**config.mk**
```make
export PLATFORM = sky130hd
export DESIGN_NAME = dau_debug_counters
export DESIGN_NICKNAME = d
export VERILOG_FILES = /design/src/common/dau_pkg.sv /design/src/hw/dau_debug_counters.sv /design/src/hw/dau_tmr_sat_cnt.sv
export SDC_FILE = /design/constraint.sdc
export NUM_CORES = 2
export LEC_CHECK = 0
export CAP_MARGIN = 20
export CORE_ASPECT_RATIO = 1.25
export CORE_MARGIN = 2
export CORE_UTILIZATION = 51
export DETAILED_ROUTE_END_ITERATION = 10
export DONT_BUFFER_PORTS = 1
export PLACE_DENSITY_LB_ADDON = 0.2
export SYNTH_ARGS = -nofsm -noshare
export SYNTH_HDL_FRONTEND = slang
export SYNTH_SLANG_ARGS = --single-unit
```
**constraint.sdc**
```tcl
create_clock -name i_clk -period 6.6 [get_ports i_clk]
set_input_delay 0 -clock i_clk [delete_from_list [all_inputs] [get_ports i_clk]]
set_output_delay 0 -clock i_clk [all_outputs]
set_load 0.02 [all_outputs]
```
**src/common/dau_pkg.sv**
```systemverilog
package dau_pkg;

    // Command byte bit positions.
    localparam int DAU_CMD_CALIB = 7;
    localparam int DAU_CMD_SYNC = 6;
    localparam int DAU_CMD_SNAP = 5;
    localparam int DAU_CMD_VETO = 4;
    localparam int DAU_CMD_NZS = 3;
    localparam int DAU_CMD_HDR = 2;
    localparam int DAU_CMD_FERST = 1;
    localparam int DAU_CMD_BXRST = 0;
    localparam int DAU_NCMD = 8;

    // Counter widths, indexed by command bit.
    localparam int DAU_CNT_W [DAU_NCMD] = '{32, 32, 48, 32, 48, 32, 32, 32};
    localparam int DAU_BX_W = 12;
    localparam int DAU_IDLE_W = 48;
    localparam int DAU_MEM_W = 16;
    localparam int DAU_UPSET_W = 8;
    localparam int DAU_NBLK = 7;
    localparam int DAU_GLB_BLK = 0;

    // Register map: address is {index[4:0], byte[2:0]}, byte 0 least significant.
    localparam logic [4:0] DAU_IDX_CNT = 5'h00;
    localparam logic [4:0] DAU_IDX_CNT_COPY = 5'h08;
    localparam logic [4:0] DAU_IDX_BX = 5'h10;
    localparam logic [4:0] DAU_IDX_BX_COPY = 5'h11;
    localparam logic [4:0] DAU_IDX_IDLE = 5'h12;
    localparam logic [4:0] DAU_IDX_IDLE_COPY = 5'h13;
    localparam logic [4:0] DAU_IDX_MEM = 5'h14;
    localparam logic [4:0] DAU_IDX_MEM_COPY = 5'h15;
    localparam logic [4:0] DAU_IDX_OVF = 5'h16;
    localparam logic [4:0] DAU_IDX_OVF_COPY = 5'h17;
    localparam logic [4:0] DAU_IDX_UPSET = 5'h18;

    // Reset values.
    localparam logic [47:0] DAU_CNT_RST = 48'h0;
    localparam logic [7:0] DAU_OVF_RST = 8'h00;
    localparam logic [7:0] DAU_UPSET_RST = 8'h00;

    function automatic logic [47:0] dau_mask(input int w);
        logic [48:0] m;
        m = (49'h1 << w) - 49'h1;
        return m[47:0];
    endfunction

endpackage

```
**src/hw/dau_debug_counters.sv**
```systemverilog
`timescale 1ns/1ps
// Summary of operation
// - One counter per command bit of byte.
// - Front-end reset clears counters, idle, not itself.
// - Overflow bits gathered in one shared register.
// - Overflow and upset registers writable; counters read-only.
// - Writing zero clears overflow bits not set that cycle.
// - Capture command copies every counter to copy.
// - Capture also copies overflow register same cycle.
// - Copies survive front-end reset; capture only changes.
// - Crossing, idle, space and copies are readable.
// - Crossing count and space ignore front-end reset.
// - Only crossing count cleared by crossing reset.
// - Idle count increments per transmitted idle packet.
// - Space register follows free memory every cycle.
// - Copy mismatch rewrites all copies with vote plus one.
// - Each block upset counter increments by one.
// - Upset counters saturate at 255.
// - Upset counters writable; zero write resets them.
// - At most one upset counted per counter per cycle.
// - Master block errors count in global block.
// - Upset counters are triplicated and voted.
// - Flip-flops triplicated with voting where built.
// - Front-end reset clears counters; crossing reset crossing.
module dau_debug_counters
    import dau_pkg::*;
#(
    parameter int NBLK = DAU_NBLK
)
(
    // Clock and reset
    input wire logic i_clk,
    input wire logic i_srst,
    // Command byte, one per cycle
    input wire logic [7:0] i_cmd,
    // Readout status
    input wire logic i_idle_sent,
    input wire logic [DAU_MEM_W-1:0] i_free_space,
    // Upset detection
    input wire logic [NBLK-1:0] i_blk_upset,
    input wire logic i_master_upset,
    // Configuration register port
    input wire logic i_cfg_wr,
    input wire logic [7:0] i_cfg_addr,
    input wire logic [7:0] i_cfg_wdata,
    output logic [7:0] o_cfg_rdata
);

    if (NBLK < 1 || NBLK > 8)
    begin : g_chk
        $error("dau_debug_counters: NBLK must be 1 to 8");
    end

    logic [47:0] cnt_r [DAU_NCMD];
    logic [47:0] copy_r [DAU_NCMD];
    logic [DAU_NCMD-1:0] ovf_r;
    logic [DAU_NCMD-1:0] ovf_copy_r;
    logic [DAU_NCMD-1:0] ovf_set;
    logic [DAU_NCMD-1:0] cnt_clr;
    logic [DAU_BX_W-1:0] bx_r;
    logic [DAU_BX_W-1:0] bx_copy_r;
    logic [DAU_IDLE_W-1:0] idle_r;
    logic [DAU_IDLE_W-1:0] idle_copy_r;
    logic [DAU_MEM_W-1:0] mem_r;
    logic [DAU_MEM_W-1:0] mem_copy_r;
    logic [DAU_UPSET_W-1:0] upset_val [NBLK];
    logic [47:0] rd_word;
    logic [4:0] rd_idx;
    logic snap;
    logic fe_rst;
    logic ovf_wr;

    assign snap = i_cmd[DAU_CMD_SNAP];
    assign fe_rst = i_cmd[DAU_CMD_FERST];
    assign rd_idx = i_cfg_addr[7:3];
    assign ovf_wr = i_cfg_wr && i_cfg_addr == {DAU_IDX_OVF, 3'h0};

    function automatic logic [7:0] pick_byte(input logic [47:0] w, input logic [2:0] b);
        logic [47:0] s;
        s = w >> {b, 3'h0};
        return (b > 3'h5) ? 8'h00 : s[7:0];
    endfunction

    // The front-end reset clears every command counter except its own.
    always_comb
    begin
        for (int k = 0; k < DAU_NCMD; k++)
        begin
            cnt_clr[k] = fe_rst && (k != DAU_CMD_FERST);
            ovf_set[k] = i_cmd[k] && !cnt_clr[k] && cnt_r[k] == dau_mask(DAU_CNT_W[k]);
        end
    end

    // Command counters, indexed by command bit.
    always_ff @(posedge i_clk)
    begin
        for (int k = 0; k < DAU_NCMD; k++)
        begin
            if (i_srst)
            begin
                cnt_r[k] <= DAU_CNT_RST;
            end
            else if (cnt_clr[k])
            begin
                cnt_r[k] <= DAU_CNT_RST;
            end
            else if (i_cmd[k])
            begin
                cnt_r[k] <= (cnt_r[k] + 48'h1) & dau_mask(DAU_CNT_W[k]);
            end
        end
    end

    // Shared overflow register; a new overflow wins over a clearing write.
    always_ff @(posedge i_clk)
    begin
        if (i_srst)
        begin
            ovf_r <= DAU_OVF_RST;
        end
        else if (ovf_wr && i_cfg_wdata == 8'h00)
        begin
            ovf_r <= ovf_set;
        end
        else
        begin
            ovf_r <= ovf_r | ovf_set;
        end
    end

    // Copies change only on the capture command.
    always_ff @(posedge i_clk)
    begin
        if (i_srst)
        begin
            for (int k = 0; k < DAU_NCMD; k++)
            begin
                copy_r[k] <= DAU_CNT_RST;
            end
            ovf_copy_r <= DAU_OVF_RST;
            bx_copy_r <= '0;
            idle_copy_r <= '0;
            mem_copy_r <= '0;
        end
        else if (snap)
        begin
            for (int k = 0; k < DAU_NCMD; k++)
            begin
                copy_r[k] <= cnt_r[k];
            end
            ovf_copy_r <= ovf_r;
            bx_copy_r <= bx_r;
            idle_copy_r <= idle_r;
            mem_copy_r <= mem_r;
        end
    end

    // Crossing count advances each cycle and wraps at its width.
    always_ff @(posedge i_clk)
    begin
        if (i_srst || i_cmd[DAU_CMD_BXRST])
        begin
            bx_r <= '0;
        end
        else
        begin
            bx_r <= bx_r + {{(DAU_BX_W-1){1'b0}}, 1'b1};
        end
    end

    always_ff @(posedge i_clk)
    begin
        if (i_srst || fe_rst)
        begin
            idle_r <= '0;
        end
        else if (i_idle_sent)
        begin
            idle_r <= idle_r + {{(DAU_IDLE_W-1){1'b0}}, 1'b1};
        end
    end

    always_ff @(posedge i_clk)
    begin
        if (i_srst)
        begin
            mem_r <= '0;
        end
        else
        begin
            mem_r <= i_free_space;
        end
    end

    // Per-block upset counters; the global block also takes master errors.
    for (genvar b = 0; b < NBLK; b++)
    begin : g_upset
        logic err;
        logic wr;
        assign err = i_blk_upset[b] | ((b == DAU_GLB_BLK) ? i_master_upset : 1'b0);
        assign wr = i_cfg_wr && i_cfg_addr == {DAU_IDX_UPSET + 5'(b), 3'h0};
        dau_tmr_sat_cnt #(
            .W(DAU_UPSET_W)
        ) u_cnt (
            .i_clk(i_clk),
            .i_srst(i_srst),
            .i_err(err),
            .i_wr(wr),
            .i_wdata(i_cfg_wdata),
            .o_value(upset_val[b])
        );
    end

    // Read decode; counters and copies have no write path.
    always_comb
    begin
        rd_word = 48'h0;
        if (rd_idx < DAU_IDX_CNT_COPY)
        begin
            rd_word = cnt_r[rd_idx[2:0]];
        end
        else if (rd_idx < DAU_IDX_BX)
        begin
            rd_word = copy_r[rd_idx[2:0]];
        end
        else if (rd_idx >= DAU_IDX_UPSET && {1'b0, rd_idx} < 6'(DAU_IDX_UPSET) + 6'(NBLK))
        begin
            rd_word = {40'h0, upset_val[3'(rd_idx - DAU_IDX_UPSET)]};
        end
        else
        begin
            unique case (rd_idx)
                DAU_IDX_BX: rd_word = {36'h0, bx_r};
                DAU_IDX_BX_COPY: rd_word = {36'h0, bx_copy_r};
                DAU_IDX_IDLE: rd_word = idle_r;
                DAU_IDX_IDLE_COPY: rd_word = idle_copy_r;
                DAU_IDX_MEM: rd_word = {32'h0, mem_r};
                DAU_IDX_MEM_COPY: rd_word = {32'h0, mem_copy_r};
                DAU_IDX_OVF: rd_word = {40'h0, ovf_r};
                DAU_IDX_OVF_COPY: rd_word = {40'h0, ovf_copy_r};
                default: rd_word = 48'h0;
            endcase
        end
    end

    always_ff @(posedge i_clk)
    begin
        if (i_srst)
        begin
            o_cfg_rdata <= 8'h00;
        end
        else
        begin
            o_cfg_rdata <= pick_byte(rd_word, i_cfg_addr[2:0]);
        end
    end

    sync_count_a: assert property (@(posedge i_clk) disable iff (i_srst)
        (i_cmd[DAU_CMD_SYNC] && !fe_rst) |=> cnt_r[DAU_CMD_SYNC] == (($past(cnt_r[DAU_CMD_SYNC]) + 48'h1)
            & 48'h0000_ffff_ffff))
        else $error("Sync counter did not advance.");

    fe_clear_a: assert property (@(posedge i_clk) disable iff (i_srst)
        fe_rst |=> (cnt_r[DAU_CMD_CALIB] == 48'h0 && idle_r == '0
            && cnt_r[DAU_CMD_FERST] == (($past(cnt_r[DAU_CMD_FERST]) + 48'h1) & 48'h0000_ffff_ffff)))
        else $error("Front-end reset clearing is wrong.");

    ovf_wrap_a: assert property (@(posedge i_clk) disable iff (i_srst)
        (i_cmd[DAU_CMD_VETO] && !fe_rst && cnt_r[DAU_CMD_VETO] == 48'hffff_ffff_ffff)
            |=> (ovf_r[DAU_CMD_VETO] && cnt_r[DAU_CMD_VETO] == 48'h0))
        else $error("Wrap did not set overflow.");

    ovf_clear_a: assert property (@(posedge i_clk) disable iff (i_srst)
        (ovf_wr && i_cfg_wdata == 8'h00 && ovf_set == '0) |=> ovf_r == 8'h00)
        else $error("Overflow register not cleared by zero write.");

    ovf_keep_a: assert property (@(posedge i_clk) disable iff (i_srst)
        (fe_rst && !ovf_wr) |=> (ovf_r & $past(ovf_r)) == $past(ovf_r))
        else $error("Front-end reset cleared overflow bits.");

    snap_take_a: assert property (@(posedge i_clk) disable iff (i_srst)
        snap |=> (copy_r[DAU_CMD_HDR] == $past(cnt_r[DAU_CMD_HDR]) && ovf_copy_r == $past(ovf_r)
            && bx_copy_r == $past(bx_r)))
        else $error("Capture did not copy present values.");

    snap_hold_a: assert property (@(posedge i_clk) disable iff (i_srst)
        !snap |=> ($stable(copy_r[DAU_CMD_NZS]) && $stable(idle_copy_r) && $stable(ovf_copy_r)))
        else $error("Copy changed without capture.");

    bx_reset_a: assert property (@(posedge i_clk) disable iff (i_srst)
        i_cmd[DAU_CMD_BXRST] |=> bx_r == '0 ##1 bx_r == 12'h001 || $past(i_cmd[DAU_CMD_BXRST]))
        else $error("Crossing reset handling is wrong.");

    mem_follow_a: assert property (@(posedge i_clk) disable iff (i_srst)
        !i_srst |=> mem_r == $past(i_free_space))
        else $error("Space register does not follow input.");

    glb_master_a: assert property (@(posedge i_clk) disable iff (i_srst)
        (i_master_upset && !i_cfg_wr && upset_val[DAU_GLB_BLK] != 8'hff)
            |=> upset_val[DAU_GLB_BLK] == $past(upset_val[DAU_GLB_BLK]) + 8'h01)
        else $error("Master upset not counted in global block.");

endmodule

```
**src/hw/dau_tmr_sat_cnt.sv**
```systemverilog
`timescale 1ns/1ps
module dau_tmr_sat_cnt
    import dau_pkg::*;
#(
    parameter int W = DAU_UPSET_W
)
(
    // Clock and reset
    input wire logic i_clk,
    input wire logic i_srst,
    // Error event and software write
    input wire logic i_err,
    input wire logic i_wr,
    input wire logic [W-1:0] i_wdata,
    // Voted value
    output logic [W-1:0] o_value
);

    if (W < 1 || W > 8)
    begin : g_chk
        $error("dau_tmr_sat_cnt: W must be 1 to 8");
    end

    logic [W-1:0] cp0_r;
    logic [W-1:0] cp1_r;
    logic [W-1:0] cp2_r;
    logic [W-1:0] voted;
    logic [W-1:0] base;
    logic [W-1:0] cnt_nxt;
    logic mism;
    logic hit;

    always_comb
    begin
        voted = (cp0_r & cp1_r) | (cp1_r & cp2_r) | (cp0_r & cp2_r);
        mism = (cp0_r != cp1_r) || (cp1_r != cp2_r);
        base = i_wr ? i_wdata : voted;
        // A copy disagreement is itself an upset and is merged into one count per cycle.
        hit = i_err | mism;
        cnt_nxt = (hit && base != {W{1'b1}}) ? base + {{(W-1){1'b0}}, 1'b1} : base;
    end

    // All three copies are rewritten every cycle from the next count, built on the voted value or the write data.
    always_ff @(posedge i_clk)
    begin
        if (i_srst)
        begin
            cp0_r <= DAU_UPSET_RST[W-1:0];
            cp1_r <= DAU_UPSET_RST[W-1:0];
            cp2_r <= DAU_UPSET_RST[W-1:0];
        end
        else
        begin
            cp0_r <= cnt_nxt;
            cp1_r <= cnt_nxt;
            cp2_r <= cnt_nxt;
        end
    end

    assign o_value = voted;

    sat_hold_a: assert property (@(posedge i_clk) disable iff (i_srst)
        (voted == {W{1'b1}} && !i_wr) |=> (o_value == {W{1'b1}}))
        else $error("Saturated upset counter changed.");

    write_zero_a: assert property (@(posedge i_clk) disable iff (i_srst)
        (i_wr && i_wdata == '0 && !hit) |=> (o_value == '0) ##1 (o_value == '0 || $past(hit) || $past(i_wr)))
        else $error("Write of zero did not clear the upset counter.");

    copy_fix_a: assert property (@(posedge i_clk) disable iff (i_srst)
        mism |=> (cp0_r == cp1_r && cp1_r == cp2_r))
        else $error("Copies were not rewritten after a mismatch.");

endmodule
```
# After elaboration in Yosys (flattened, before gate mapping)
# Memory sizes are Yosys's and may differ from the RTL's.
# Cells that the tools add are included.
[word_totals]
regBits = 232
mem_bits_rw = 768
input_bits = 52
output_inout_bits = 8
word_cells = 238
memories = 2
[classes]
add_sub_neg = 18
magnitude_cmp = 6
eq_ne = 31
shifts = 1
muxes = 80
n_bitwise = 47
n_reduce_logical = 37
[memory_table]
columns = ["name", "words", "word_bits", "rd", "rd_ports_with_merged_regs", "write_ports", "line_no", "text"]
rows = [
  ["cnt_r", 8, 48, 9, 0, 8, "dau_debug_counters.sv:54", "logic [47:0] cnt_r [DAU_NCMD];"],
  ["copy_r", 8, 48, 1, 0, 8, "dau_debug_counters.sv:55", "logic [47:0] copy_r [DAU_NCMD];"],
]
[op_table]
columns = ["op", "n"]
rows = [
  ["48-bit two-way mux", 26],
  ["48-bit case mux with 8 select lines", 1],
  ["48-bit by 32-bit == test with 1-bit output (second input constant)", 6],
  ["32-bit by 1-bit adder with 32-bit output (second input constant)", 6],
  ["48-bit by 1-bit adder with 48-bit output (second input constant)", 3],
  ["8-bit two-way mux", 17],
  ["8-bit bitwise OR", 15],
  ["48-bit == test (second input constant)", 2],
  ["8-bit == test (second input constant)", 8],
  ["8-bit by 1-bit adder with 8-bit output (second input constant)", 7],
  ["8-bit bitwise AND", 7],
  ["8-bit inequality test (second input constant)", 7],
  ["48-bit by 6-bit >> shifter with 8-bit output", 1],
  ["5-bit == test (second input constant)", 8],
  ["1-bit two-way mux", 35],
  ["1-bit logical AND", 32],
  ["8-bit binary-select mux with 3-bit select", 1],
  ["1-bit bitwise OR", 24],
  ["12-bit by 1-bit adder with 12-bit output (second input constant)", 1],
  ["5-bit < comparator (second input constant)", 2],
  ["8-bit logical NOT", 1],
  ["5-bit greater-or-equal comparator (second input constant)", 1],
  ["5-bit by 4-bit < comparator with 1-bit output (second input constant)", 1],
  ["4-bit greater-or-equal comparator (second input constant)", 1],
  ["other kinds (6)", 7],
]

# Depth between registers and ports, before layout
[depth]
ltp_word = 10
mapped_depth = 15
ltp_nobuf = 10

# Cells and area by module
# Synthesis repeated with hierarchy kept, for this count alone.
[unflattened]
hier_cells = 3991
area_unflattened_um2 = 43797.0
[modules_own_cells]
columns = ["module", "n_inst", "cells_per_inst", "area_per_inst_um2", "seq_area_each_um2"]
rows = [
  ["dau_debug_counters", 1, 3529, 39400.3, 20820.0],
  ["dau_tmr_sat_cnt", 7, 66, 628.1, 160.2],
]

# Worst setup path after synthesis
# No wires, ideal clock.
[synth_timing]
path_kind = "input to register"
startpoint = "input port i_cmd[5]"
endpoint = "memory copy_r[0][0] (enable)"
setup_time_ns = 0.530
t_arrival_ns = 4.620
required_time_ns = 6.070
slack_ns = 1.450
stages = 4
path_buffers = 3
path_cell_list = "clkbuf_1 -> clkbuf_1 -> clkbuf_1 -> or2_2"
[synth_lines]
columns = ["item", "line_no", "text"]
rows = [
  ["start: declaration", "dau_debug_counters.sv:35", "input wire logic [7:0] i_cmd,"],
  ["end: declaration", "dau_debug_counters.sv:55", ""],
]

# Worst setup path in the final report
[layout_timing]
startpoint = "input port i_cfg_addr[5]"
endpoint = "register g_upset[3].u_cnt.cp0_r[2]"
[layout_via]
elab_chain_len = 6
word_cells_on_any_way = 7
classes_between = "add/sub: 1; eq/ne: 2; mux: 2; reduce/logical: 2"
[layout_rtl]
columns = ["item", "line_no", "text"]
rows = [
  ["start: declaration", "dau_debug_counters.sv:44", "input wire logic [7:0] i_cfg_addr,"],
  ["8-bit == test *", "dau_debug_counters.sv:201", "assign wr = i_cfg_wr && i_cfg_addr == {DAU_IDX_UPSET + 5'(b), 3'h0};"],
  ["1-bit logical AND *", "dau_debug_counters.sv:201", ""],
  ["8-bit two-way mux *", "dau_tmr_sat_cnt.sv:37", "base = i_wr ? i_wdata : voted;"],
  ["parallel branches: the longest is 2 deep, another holds 8-bit by 1-bit adder with 8-bit output", "-", ""],
  ["8-bit two-way mux *", "dau_tmr_sat_cnt.sv:40", "cnt_nxt = (hit && base != {W{1'b1}}) ? base + {{(W-1){1'b0}}, 1'b1} : base;"],
  ["end signal: assignment", "dau_tmr_sat_cnt.sv:48", "cp0_r <= DAU_UPSET_RST[W-1:0];"],
  ["end signal: assignment", "dau_tmr_sat_cnt.sv:54", "cp0_r <= cnt_nxt;"],
  ["end: declaration", "dau_tmr_sat_cnt.sv:24", "logic [W-1:0] cp0_r;"],
]
# Every way passes the cells marked *.
# A chain may end at the register's enable or synchronous reset.

==> impl_metrics.toml <==
[logic_synthesis]
ys.flop_type = "edfxtp_1"
yosysSeqAreaShare_pct = 50.97
synth_common_cells = "edfxtp_1 (576), nor2_1 (537), mux2i_1 (266)"
ys_ff_latch = 808
ys_async_sr_fraction_pct = 0
ys_types = 88
syn_area_per_cell_sq_um = 10.75
synth_edf_count = 576
yosys.area.top_type = "edfxtp_1"
synth.top_cells.by_area = "edfxtp_1 (40%), dfxtp_1 (11%), mux2i_1 (6.2%), nor2_1 (4.7%), mux4_2 (4.3%)"
yosys_warnings = 0
synth_most_common_cell = "edfxtp_1"
syn-num-nets = 4072
synth_area_sq_mm = 0.04305
syn_inst = 4003
synth_top_area_share_pct = 40.18

[route]
wl_per_cell_um = 26.96
viasPerCell = 6.339
vias = 32619
dr.pass1.iters = 7
initialDrtViolationCount = 3983
totalWireLength_um = 138800
ant_nets = 0
remaining_drc_errors = 0

[floorplanning]
ios = 60
core_sq_mm = 0.08398
start_util_pct = 51.26
die_w_um = 263.9
die_y_um = 328.8
row_count = 119
die-area_sq_mm = 0.08676

[worst_setup_path]
worstSetupEndpointType = "flip-flop"
path_class = "input port to flip-flop"
slowest_stage = "nor4_4"
path_max_fanout = 102
critical-path-max-stage-delay_ps = 1080
cp_top_family = "buffers and inverters"
startpoint_type = "input port"
path_buf_inv = 3
crit_top_cell = "dlygate4sd3_1"
worstPathArrival_ps = 4650
cp_cell_sequence = "dlygate4sd3_1 > nor4_4 > mux2_2 > ha_1 > nand2_1 > o21ai_0 > mux2i_1 > nand3_1 > dlygate4sd3_1 > and2_1 > dlygate4sd3_1"
critPathRequiredTime_ps = 7140

[sta]
finalHoldViolations = 0
setup_violations = 0
fin_tns_setup_ps = 0
min_period_ps = 4105
worstMarginPinSlew_ps = 1636
rsz0062_at_grt = "false"
relSlewSlack_pct = -9.060
drv_slew = 120
skew_ps = 36.80
timing.final.crit_share_pct = 62.19
fmax_ghz = 0.2436

[worst_hold_path]
hold_path_class = "input port to flip-flop"

[power]
leakage_nw = 16.78
power.density_mw_per_mm2 = 239.2
ir_drop_mv = 0.2066

[final_layout]
drive_gt1_share_pct = 8.070
fin_cells = 5146
area_delta_synth_final_pct = 10.21
stdcell_area_sq_mm = 0.04744
fin_nets = 4061

[clocking]
root_buffer = "clkbuf_16"
cts_tree = "built"
clkLatencyLatePin_ps = 680
cts_setup_buffers = 0
h-tree-depth = 3
cts_sinks = 808
cts.path.max_buffers = 3
cts_buffers = 83
path_clk_slew_ps = 60

[grt]
grt-ovfl-total = 0
grt_usage_pct = 31.69
gr-usage-met1_pct = 40.18
met3_usage_pct = 5.495
grt_pass1_vias = 30670
grt_max_degree = 235
top_usage_layer = "met2"
grt_pass1_wl_um = 204100
antenna_found_initial = 6
use_met2_pct = 50.84

[placement]
placedCellCount = 4905
place_area_sq_mm = 0.04390
place_congestion = 0.9797
io_buffers = 0
hpwl_um = 91280

[status]
violations = "slew limit"
status = "finished, violations left"

[flow_run]
maxCapViolCount = 0
## report_power, final
part	internal, mW	switching (mW)	leakage [nW]
Clock	2.63	2.03	1.26
Combinational	0.323	0.525	7.11
Sequential	5.64	0.204	8.41
Total	8.59	2.76	16.8
## state kept, by name, indices dropped and copies added, names as in the netlist
signal	cells
cnt_r	288
copy_r	288
g_upset.u_cnt.cp0_r	56
idle_copy_r	48
idle_r	48
mem_copy_r	16
mem_r	16
bx_copy_r	12
bx_r	12
o_cfg_rdata	8
ovf_copy_r	8
ovf_r	8
## layout make-up
class	instances	area (sq um)
fillers	7211	36540
flip-flops and latches	808	21940
multi-input cells	2908	19980
clock buffers	124	2367
repair buffers	148	1399
well taps	1089	1363
clock inverters	21	211.5
inverters	43	161.4
diodes	5	12.51
## worst reg2reg max path: cells and delay by family (launching register included)
family,cells,cell delay [ps]
compound gates,3,550
buf+inv,2,1220
flops,1,520
mux,2,1120
## kinds of logic after synthesis
group,Yosys count,share of synthesized area [%]
mux,388,11.55
xor+xnor,318,6.470
fa+ha+maj,17,0.4941
simple gates,1685,19.96
compound gates,500,7.854
buf+inv,287,2.700
flops,808,50.97
## metal layers
layer  routed length, um  vias to the layer above  share of wire, %
li1                    -                    14641                 -
met1               52730                    16044                38
met2               64140                     1547                46
met3               12120                      383               8.7
met4                9738                        4               7.0
met5                  31                        -             0.022
## cells in the final DEF, fill, tap and decap left out, drive strengths merged, types with 116 or more instances in the layout
master / count
a21oi: 116
mux2i: 266
xnor2: 131
nand2: 221
nand3: 176
clkbuf: 124
nor2: 537
xor2: 187
dfxtp: 232
edfxtp: 576
and2: 242
## final timing paths
path                            slack (ps)  cells after the start          start                        end
worst max-delay path                  2500                     11  i_cfg_addr[5]  g_upset[3].u_cnt.cp0_r[2]
worst min-delay path                    10                      1       i_cmd[5]              copy_r[4][32]
worst max register to register        3050                      7   cnt_r[5][23]             o_cfg_rdata[7]
worst min register to register         490                      2       ovf_r[5]                   ovf_r[5]
## what timing repair did
action	4_1_cts	5_1_grt
hold endpoints to repair	437	0
hold buffers	91	0
endpoints found under the setup margin	0	0
gates resized for setup	0	0
## per-stage QoR
step / total power [mW] / setup slack, ps / hold slack, ps / utilization (%)
6_report: 11.35 / 2495 / 14.08 / 56.49
5_1_grt: 11.63 / 2384 / 24.30 / 56.48
4_1_cts: 11.36 / 2651 / 0.04591 / 56.48
3_5_place_dp: 6.660 / 2772 / 90.76 / 52.28
3_3_place_gp: 6.648 / 2834 / 93.60 / 52.28
2_1_floorplan: 6.452 / 1450 / 128.2 / -
(Power assumes the default switching activity.)
